<file path="src/common/scr_pkg.sv">
// constants for the system configuration register bank
package scr_pkg;
  localparam logic [7:0]  OFS_WDT     = 8'hE6;
  localparam logic [7:0]  OFS_SYS     = 8'hF0;
  localparam logic [7:0]  OFS_AUX     = 8'hF2;
  localparam logic [7:0]  OFS_REL     = 8'hF4;
  localparam logic [7:0]  OFS_RPC     = 8'hF6;
  localparam logic [7:0]  OFS_RELOC   = 8'hFE;
  localparam logic [15:0] RST_RELOC   = 16'h20FF;
  localparam logic [15:0] RST_SYS     = 16'h0000;
  localparam logic [15:0] RST_AUX     = 16'h0000;
  localparam logic [15:0] RST_WDT     = 16'hC080;
  localparam logic [15:0] MASK_RELOC  = 16'h5FFF;
  localparam logic [15:0] MASK_SYS    = 16'hFF07;
  localparam logic [15:0] MASK_AUX    = 16'h007F;
  localparam logic [15:0] MASK_WDT    = 16'hC8FF;
  // release code value is arbitrary
  localparam logic [7:0]  RELEASE_CODE = 8'h5A;
  localparam int          B_SLAVE     = 14;
  localparam int          B_INMEM     = 12;
  localparam int          B_PSAVE     = 15;
  localparam int          B_WHOLEMID  = 14;
  localparam int          B_STROBE    = 13;
  localparam int          B_DEMOD     = 12;
  localparam int          B_CBSRC     = 11;
  localparam int          B_CBLOW     = 10;
  localparam int          B_CASRC     = 9;
  localparam int          B_CALOW     = 8;
  localparam int          B_WON       = 15;
  localparam int          B_TIMEOUT_RESETS      = 14;
  localparam int          B_WTO       = 13;
  localparam int          B_WNMI      = 12;
  localparam int          EXP_BIT0    = 10;
  localparam int          EXP_BIT1    = 20;
endpackage : scr_pkg

</file>
<file path="src/scr_regs.sv">
// system configuration and watchdog control registers
`timescale 1ns/1ps
module scr_regs (
  input  wire logic        sys_clk,
  input  wire logic        arst_n,
  input  wire logic        clk_en,
  input  wire logic        reg_wr,
  input  wire logic        reg_rd,
  input  wire logic [7:0]  reg_addr,
  input  wire logic [15:0] reg_wdata,
  output logic      [15:0] reg_rdata,
  input  wire logic [15:0] ad_pins,
  input  wire logic        hw_irq,
  input  wire logic        pll_clk_phase,
  output logic             intc_slave_sel,
  output logic             block_in_memory_sel,
  output logic      [19:0] block_base,
  output logic             rx_enable_sel_1,
  output logic             rts_sel_1,
  output logic             rx_enable_sel_0,
  output logic             rts_sel_0,
  output logic             lower_region_narrow,
  output logic             middle_region_narrow,
  output logic             io_space_narrow,
  output logic             power_save_on,
  output logic             core_clk_en,
  output logic             whole_mid_select,
  output logic             strobe_style_sel,
  output logic             pulse_demod_on,
  output logic             clk_a_out,
  output logic             clk_b_out,
  output logic             wdt_reset,
  output logic             wdt_nmi
);
  import scr_pkg::*;

  logic [15:0] reloc_q;
  logic [15:0] sys_q;
  logic [15:0] aux_q;
  logic [15:0] wdt_q;
  logic [15:0] snap_q;
  logic [15:0] pin_s1_q;
  logic [15:0] pin_s2_q;
  logic        snap_done_q;
  logic [6:0]  div_cnt_q;
  logic        div_tick;
  logic [26:0] wdt_cnt_q;
  logic [4:0]  wdt_exp;
  logic        wdt_timeout;
  logic        wdt_reset_q;
  logic        wdt_nmi_q;
  logic [15:0] rdata_q;
  logic        wr_wdt;
  logic [15:0] wdt_w;

  // pins pass two flops before capture; no reset here, so the
  // levels seen while reset is low are still held at release
  always_ff @(posedge sys_clk) begin
    if (clk_en) begin
      pin_s1_q <= ad_pins;
      pin_s2_q <= pin_s1_q;
    end
  end

  // capture once after release; reset can only load constants
  always_ff @(posedge sys_clk or negedge arst_n) begin
    if (!arst_n) begin
      snap_q      <= 16'h0000;
      snap_done_q <= 1'b0;
    end else if (clk_en && !snap_done_q) begin
      snap_q      <= pin_s2_q;
      snap_done_q <= 1'b1;
    end
  end

  // relocation register
  always_ff @(posedge sys_clk or negedge arst_n) begin
    if (!arst_n) begin
      reloc_q <= RST_RELOC;
    end else if (clk_en && reg_wr && reg_addr == OFS_RELOC) begin
      reloc_q <= reg_wdata & MASK_RELOC;
    end
  end

  // auxiliary register
  always_ff @(posedge sys_clk or negedge arst_n) begin
    if (!arst_n) begin
      aux_q <= RST_AUX;
    end else if (clk_en && reg_wr && reg_addr == OFS_AUX) begin
      aux_q <= reg_wdata & MASK_AUX;
    end
  end

  // system config; interrupt clear wins over a same-cycle write
  always_ff @(posedge sys_clk or negedge arst_n) begin
    if (!arst_n) begin
      sys_q <= RST_SYS;
    end else if (clk_en) begin
      if (reg_wr && reg_addr == OFS_SYS) begin
        sys_q <= reg_wdata & MASK_SYS;
      end
      if (hw_irq) begin
        sys_q[B_PSAVE] <= 1'b0;
      end
    end
  end

  // watchdog control; flags: hardware set beats software clear
  assign wr_wdt = reg_wr && reg_addr == OFS_WDT;
  always_comb begin
    wdt_w = wdt_q;
    if (wr_wdt) begin
      wdt_w = (reg_wdata & MASK_WDT & ~16'h3000) | (wdt_q & 16'h3000);
      wdt_w[B_WTO]  = wdt_q[B_WTO] & reg_wdata[B_WTO];
      wdt_w[B_WNMI] = wdt_q[B_WNMI] & reg_wdata[B_WNMI];
    end
    if (wdt_timeout) begin
      wdt_w[B_WTO] = 1'b1;
      if (!wdt_q[B_TIMEOUT_RESETS] && !wdt_q[B_WNMI]) begin
        wdt_w[B_WNMI] = 1'b1;
      end
    end
  end

  always_ff @(posedge sys_clk or negedge arst_n) begin
    if (!arst_n) begin
      wdt_q <= RST_WDT;
    end else if (clk_en) begin
      wdt_q <= wdt_w;
    end
  end

  // lowest set count bit picks the exponent
  always_comb begin
    wdt_exp = 5'd0;
    for (int i = 7; i >= 1; i--) begin
      if (wdt_q[i]) begin
        wdt_exp = 5'(EXP_BIT1 + i - 1);
      end
    end
    if (wdt_q[0]) begin
      wdt_exp = 5'(EXP_BIT0);
    end
  end

  // timeout when counter reaches 2^exp - 1; zero field never fires
  assign wdt_timeout = wdt_q[B_WON] && (wdt_q[7:0] != 8'h00) &&
                       (wdt_cnt_q == 27'((28'h0000001 << wdt_exp) - 28'h0000001));

  // any write to the control register restarts the count
  always_ff @(posedge sys_clk or negedge arst_n) begin
    if (!arst_n) begin
      wdt_cnt_q <= 27'h0000000;
    end else if (clk_en) begin
      if (!wdt_q[B_WON] || wr_wdt || wdt_timeout) begin
        wdt_cnt_q <= 27'h0000000;
      end else begin
        wdt_cnt_q <= wdt_cnt_q + 27'h0000001;
      end
    end
  end

  // one-cycle reset or nmi pulse on timeout
  always_ff @(posedge sys_clk or negedge arst_n) begin
    if (!arst_n) begin
      wdt_reset_q <= 1'b0;
      wdt_nmi_q   <= 1'b0;
    end else if (clk_en) begin
      wdt_reset_q <= wdt_timeout && (wdt_q[B_TIMEOUT_RESETS] || wdt_q[B_WNMI]);
      wdt_nmi_q   <= wdt_timeout && !wdt_q[B_TIMEOUT_RESETS] && !wdt_q[B_WNMI];
    end
  end
  assign wdt_reset = wdt_reset_q;
  assign wdt_nmi   = wdt_nmi_q;

  // power-save divider: tick once per 2^field cycles
  always_ff @(posedge sys_clk or negedge arst_n) begin
    if (!arst_n) begin
      div_cnt_q <= 7'h00;
    end else if (clk_en) begin
      if (div_tick) begin
        div_cnt_q <= 7'h00;
      end else begin
        div_cnt_q <= div_cnt_q + 7'h01;
      end
    end
  end
  assign div_tick = !sys_q[B_PSAVE] ||
                    (div_cnt_q == 7'((8'h01 << sys_q[2:0]) - 8'h01));
  assign core_clk_en = div_tick;

  // clock outputs: divided phase uses divider msb; low hold overrides
  logic div_phase;
  assign div_phase = sys_q[B_PSAVE] ? ((sys_q[2:0] == 3'h0) ? pll_clk_phase
                                       : div_cnt_q[sys_q[2:0] - 3'h1])
                                    : pll_clk_phase;
  assign clk_a_out = !sys_q[B_CALOW] &&
                     (sys_q[B_CASRC] ? pll_clk_phase : div_phase);
  assign clk_b_out = !sys_q[B_CBLOW] &&
                     (sys_q[B_CBSRC] ? pll_clk_phase : div_phase);

  // register field outputs
  assign intc_slave_sel       = reloc_q[B_SLAVE];
  assign block_in_memory_sel  = reloc_q[B_INMEM];
  assign block_base           = {reloc_q[B_INMEM] ? 4'h0 : reloc_q[11:8],
                                 reloc_q[7:0], 8'h00};
  assign rx_enable_sel_1      = aux_q[6];
  assign rts_sel_1            = aux_q[5];
  assign rx_enable_sel_0      = aux_q[4];
  assign rts_sel_0            = aux_q[3];
  assign lower_region_narrow  = aux_q[2];
  assign middle_region_narrow = aux_q[1];
  assign io_space_narrow      = aux_q[0];
  assign power_save_on        = sys_q[B_PSAVE];
  assign whole_mid_select     = sys_q[B_WHOLEMID];
  assign strobe_style_sel     = sys_q[B_STROBE];
  assign pulse_demod_on       = sys_q[B_DEMOD];

  // registered read data, unmapped reads zero
  always_ff @(posedge sys_clk or negedge arst_n) begin
    if (!arst_n) begin
      rdata_q <= 16'h0000;
    end else if (clk_en && reg_rd) begin
      unique case (reg_addr)
        OFS_RELOC: rdata_q <= reloc_q;
        OFS_RPC:   rdata_q <= snap_q;
        OFS_REL:   rdata_q <= {RELEASE_CODE, 8'h00};
        OFS_AUX:   rdata_q <= aux_q;
        OFS_SYS:   rdata_q <= sys_q;
        OFS_WDT:   rdata_q <= wdt_q;
        default:   rdata_q <= 16'h0000;
      endcase
    end
  end
  assign reg_rdata = rdata_q;
endmodule : scr_regs

</file>
<file path="config.mk">
export PLATFORM = sky130hd
export DESIGN_NAME = scr_regs
export DESIGN_NICKNAME = d
export VERILOG_FILES = /design/src/common/scr_pkg.sv /design/src/scr_regs.sv
export SDC_FILE = /design/constraint.sdc
export NUM_CORES = 1
export LEC_CHECK = 0
export ABC_AREA = 1
export ABC_CLOCK_PERIOD_IN_PS = 2900
export BUFFER_PORTS_ARGS = -buffer_cell sky130_fd_sc_hd__buf_2
export CAP_MARGIN = 20
export CORE_AREA = 10 10 92 174
export CTS_BUF_LIST = sky130_fd_sc_hd__clkbuf_16
export DETAILED_ROUTE_END_ITERATION = 16
export DIE_AREA = 0 0 102 184
export PLACE_DENSITY = 0.88
export SYNTH_ARGS = -nofsm -noshare
export SYNTH_HDL_FRONTEND = slang
export SYNTH_SLANG_ARGS = --single-unit
</file>
<file path="constraint.sdc">
create_clock -name sys_clk -period 2.9 [get_ports sys_clk]
set_input_delay 0.145 -clock sys_clk [delete_from_list [all_inputs] [get_ports sys_clk]]
set_output_delay 0.145 -clock sys_clk [all_outputs]
set_load 0.01 [all_outputs]
</file>
* Yosys cells after proc, flatten, opt, wreduce, memory -nomap -nowiden
Index checks and enable logic that the tools add are counted.
** Word-level totals
- Register bits :: 150
- Input bits :: 47
- Output and inout bits :: 54
** Operators by class
- Add/sub/neg operators :: 5
- Magnitude comparators :: 1
- Equal/unequal tests :: 8
- Shift-type cells :: 2
- Muxes and demuxes :: 23
- Bitwise gates (word level) :: 3
- Reduce and logical (&&, ||, !) cells :: 34
** Operator list (count)
- $pmux 16 s6 :: 1
- $eq 8x8->1 const B :: 6
- $mux 5 :: 8
- $add 27x1->27 const B :: 1
- $eq 27x27->1 :: 1
- $mux 27 :: 1
- $shl 1x5->27 const A :: 1
- $sub 27x1->27 const B :: 1
- $mux 16 :: 1
- $or 16x14->16 :: 1
- $logic_and 1x1->1 :: 15
- $mux 14 :: 1
- $reduce_and 2->1 :: 4
- $reduce_bool 8->1 :: 1
- $add 7x1->7 const B :: 1
- $eq 7x7->1 :: 1
- $logic_not 1->1 :: 7
- $mux 1 :: 7
- $mux 7 :: 1
- $shl 1x3->7 const A :: 1
- $sub 7x1->7 const B :: 1
- $logic_or 1x1->1 :: 4
- $lt 3x4->1 const B :: 1
- $mux 4 :: 1
- other kinds (6) :: 8

* Logic depth before layout (Yosys ltp)
- Word-level depth :: 14
- Gate-level depth with buffers :: 18

* Least setup slack after synthesis
No wires, ideal clock.
- Path kind :: flip-flop to flip-flop
- From :: register wdt_q[1]
- To :: register wdt_cnt_q[10]
- Arrival time :: 2403 ps
- Setup slack :: 355 ps
- Stages on the path, launching flop included :: 18
- Clock period less this slack :: 2545 ps
- Path through :: dfrtp_1 nor2_4 nand3_2 nor2_4 inv_2 ha_1 clkbuf_1 nand2_2 inv_2 nor3_1 o21ai_0 nor3_1 nand4_1 nor2_1 nand3_2 nand2_4 buf_12 a21oi_2
** Between the ends
- Cells in the longest elaborated chain, start to end :: 8
** Ends and longest elaborated chain
- start, declared :: line scr_regs.sv:40 : logic [15:0] wdt_q;
- start signal, assigned :: line scr_regs.sv:129 : wdt_q <= wdt_w;
- $mux 5 :: line scr_regs.sv:137 : if (wdt_q[i]) begin
- $mux 5 :: line scr_regs.sv:141 : if (wdt_q[0]) begin
- $shl 1x5->27 :: line scr_regs.sv:148 : (wdt_cnt_q == 27'((28'h0000001 << wdt_exp) - 28'h0000001));
- $sub 27x1->27 :: line scr_regs.sv:148
- $eq 27x27->1 :: line scr_regs.sv:148
- $logic_and 1x1->1 (*) :: line scr_regs.sv:147 : assign wdt_timeout = wdt_q[B_WON] && (wdt_q[7:0] != 8'h00) &&
- $logic_or 1x1->1 (*) :: line scr_regs.sv:155 : if (!wdt_q[B_WON] || wr_wdt || wdt_timeout) begin
- $mux 27 (*) :: line scr_regs.sv:155
- end signal, assigned :: line scr_regs.sv:158 : wdt_cnt_q <= wdt_cnt_q + 27'h0000001;
- end, declared :: line scr_regs.sv:47 : logic [26:0] wdt_cnt_q;
Mark *: on every way between the ends. The rest lies on a longest branch, timed or not.
A chain may end at the register's enable or synchronous reset.

* Worst setup path after layout
- From :: register wdt_q[3]
- To :: register wdt_cnt_q[9]
** Between the ends
- Cells in the longest elaborated chain, start to end :: 10
** Ends and longest elaborated chain (line)
- $mux 5 (3 in series) :: scr_regs.sv:137
- $mux 5 :: scr_regs.sv:141
- $shl 1x5->27 :: scr_regs.sv:148
- $sub 27x1->27 :: scr_regs.sv:148
- $eq 27x27->1 :: scr_regs.sv:148
- $logic_and 1x1->1 (*) :: scr_regs.sv:147
- $logic_or 1x1->1 (*) :: scr_regs.sv:155
- $mux 27 (*) :: scr_regs.sv:155
Marked as above.

==> results.md <==
- Number of top-level design ports: around 100
- EDFF count, synth: 32
- Maximum clock frequency: between 300 and 400 MHz
- Layout cells sized above 1: about a quarter
- Synth top cells by count: nand2_1, dfrtp_1, inv_1, o21ai_0, nor2_1
- Number of antenna violations at the first check in global routing: 0
- Pin count of the biggest net entering global routing: 80
- Hold Fails Final Rpt: 0
- Buffer and inverter count on the worst path: 2
- Placement Rows: a little under 60
- Layout-stage area growth over the synthesis result: 19.87%
- Number of standard cells in the final layout excluding fillers: approximately 1100
- Leading post-synthesis cells by cell area: dfrtp_1, edfxtp_1, nand2_1, o21ai_0, inv_1
- Delay of the slowest cell on the worst path: roughly 430 ps
- Primary FF master, synth: dfrtp_1
- Cell count after placement: around 1000
- Number of failing setup endpoints in the final timing report: 0
- Clock tree from TritonCTS: yes
- Result of the run: complete, no violations
- Crit path capture type: flip-flop
- Tcrit/Tclk final: a little over nine tenths
- Via count of the routed design: 6382
- Transition time at the pin with the least slew margin: 868.6 ps
- Final layout net count: ~990
- Overall track demand over capacity in global routing: between 20 and 25%
- Most repeated cell in the gate-level netlist after synthesis: nand2_1
- Placeable core region: roughly 0.013 mm²
- Syn Area/Cell: just over 9 µm²
- Worst EP arrival: between 3000 and 4000 ps
- CTS Root Cell: clkbuf_16
- Clock-pin slew on the worst setup and hold paths: approximately 70 ps
- Count of antenna-violating nets left after detailed routing: 0
- Wire length of the first global-routing pass: 32090 µm
- Final clock skew: approximately 9.8 ps
- Chip Width: between 100 and 150 µm
- Start-to-end type of the worst setup path: reg2reg
- Instance count of the mapped netlist: 815
- List of cells traversed by the critical path: nor2_4 -> nand3_2 -> nor2_4 -> inv_2 -> ha_2 -> o21ai_0 -> a21oi_1 -> nand4_1 -> a211oi_1 -> nand3_1 -> nor2_2 -> nand3_2 -> nand2_4 -> buf_12 -> a21oi_2
- Worst vdd ir: 0.4145 mV
- GP Congestion: ~1.0
- Maximum fanout count along the critical path: 13
- Max-slew headroom: 41.95%
- Number of CTS-inserted buffers: 17
- Cell type with the highest aggregate area in the netlist: dfrtp_1
- Maximum clock insertion buffer count: 2
- Sum Neg Setup Slack: 0 ps
- Clock latency on the worst-skew pair: 430 ps
- Number of iterations in the first detailed-routing pass: 5
- Class of the worst hold path: in2reg
- Power density over cell area: 534.7 mW/mm²
- Antenna fix cells: 0
- Final critical path time including I/O delays and setup: around 2700 ps
- Seq/Total Area, Yosys: between 50% and 60%
- Number of design-rule violations left by the first detailed-router iteration: about 470
- Netlist cell types: 47
- Die Y-Extent: 184 µm
- Starting density of the core: a little under three fifths
- Layout Utilization: roughly two thirds
- Total global routing overflow: 0
- Number of synthesized register bits: ~150
- Crit path max-delay family: simple AND/OR/NAND/NOR gates
- Total standard cell area after synthesis: roughly 0.0075 mm²
- Clock H-tree levels: 4
- Type of origin of the critical path: flip-flop
- Sink count of the clock tree: 147
- Post-DP HPWL: 15030 µm
- Fraction of registers with async set/reset: between 70 and 80%
- Number of global-route vias before repair: roughly 6500
- Worst path slowest cell: dfrtp_1
- Die Footprint: between 0.015 and 0.02 mm²
- Total of max-cap violations: 0
- DRT Wirelength: approximately 21000 µm
- Port Buf Inserts: 92
- Synth warnings: 0
- Fill cell count: slightly below 1000
- Critical path data required time: 3210 ps
- Avg WL per Cell: 18.61 µm
- Area fraction of the dominant cell type after synthesis: about a third
- DRC errors left: 0
- Pleak: 4.130 nW
- Post-detailed-route via-to-cell ratio: 5.786
- Final Max Tran Viols: 0
==> repair_timing <==
| item | in CTS | in global routing |
|---|---|---|
| resized for setup | 0 | 13 |
| hold buffers | 22 | 0 |
| endpoints found under the hold margin | 57 | 0 |
| setup buffers | 0 | 5 |
| setup endpoints to repair | 0 | 33 |
==> flip-flops by register name, summed over array words and instances (netlist names) <==
name         cells
wdt_reset        1
snap_q          16
reg_rdata       16
pin_s2_q        16
wdt_q           13
reloc_q         15
div_cnt_q        7
sys_q           11
wdt_nmi          1
wdt_cnt_q       27
aux_q            7
pin_s1_q        16
snap_done_q      1
==> final timing paths <==
kind / startpoint / endpoint / slack [ps] / cells after the start
worst max-delay path: wdt_q[3] / wdt_cnt_q[9] / 150 / 15
worst min-delay path: reg_wdata[8] / sys_q[8] / 5 / 3
worst max register to register: wdt_q[3] / wdt_cnt_q[9] / 150 / 15
worst min register to register: pin_s1_q[3] / pin_s2_q[3] / 420 / 0
max in group asynchronous: arst_n / wdt_q[7] / 1870 / 3
min in group asynchronous: arst_n / div_cnt_q[3] / 200 / 2
==> report_power, final <==
group	total, mW	internal, mW	switching (mW)	leakage, nW
clock	2.15	1.15	0.997	0.282
combinational	0.424	0.154	0.269	2.00
sequential	2.22	2.18	0.0373	1.85
==> cells by family (layout without fill, tap and decap cells) <==
kind of cell               Yosys count  in the layout  synth area share [%]
and+or+nand+nor                    317            317                 19.59
AOI/OAI and AO/OA                  150            150                 12.27
DFF                                147            147                 51.61
buffers and inverters              136            265                 8.127
xor gates and xnor gates            40             40                 4.692
muxes                               14             14                 2.111
adders and majority gates            9              9                 1.508
other                                2              9                0.1006
==> per-layer routing <==
layer  global-route usage [%]  up-vias  wire length (µm)
met5                        0        -                 0
met4                    14.81        0              1362
li1                         -     2935                 -
met1                    20.52     3049              6851
met3                    4.895      102              1161
met2                    41.11      296             11150
==> metrics by stage <==
step	worst slack [ps]	area, µm²	hold slack [ps]	total power, mW
floorplan	355.2	7493	-150.6	2.480
global placement	196.7	8074	131.2	2.624
detailed placement	109.2	8074	134.9	2.633
CTS	14.98	8880	3.736	4.781
global route	-60.45	8951	19.80	4.935
finish	152.8	8951	5.099	4.786
==> worst reg2reg max path, delay by kind of cell (launching register included) <==
kind / cells / cell delay [ps]
DFF: 1 / 430
and+or+nand+nor: 8 / 1160
AOI/OAI and AO/OA: 4 / 490
buffers and inverters: 2 / 240
adders and majority gates: 1 / 310
==> cells in the final DEF (no fill, tap or decap), types with 12 or more instances in the layout <==
cell and n:
nand2_1 175, dfrtp_1 102, buf_2 91, inv_1 88, o21ai_0 75, nor2_1 44
xor2_1 34, edfxtp_1 32, nand3_1 24, a21oi_1 23, a21oi_2 22, dlygate4sd3_1 22
buf_4 19, nand4_1 18, clkbuf_16 17, mux2_2 14, nor3_1 13, a221oi_1 12
dfstp_2 12
==> cell type report <==
type                       instances  area (µm²)  area share (%)
clock buffer                      17       425.4           4.753
clock inverter                    15       160.2           1.789
inverter                          98       370.4           4.138
multi-input combinational        539        3072           34.32
sequential                       147        3855           43.07
tap                              152       190.2           2.125
timing repair buffer             135       878.3           9.813
(Power assumes the default switching activity.)
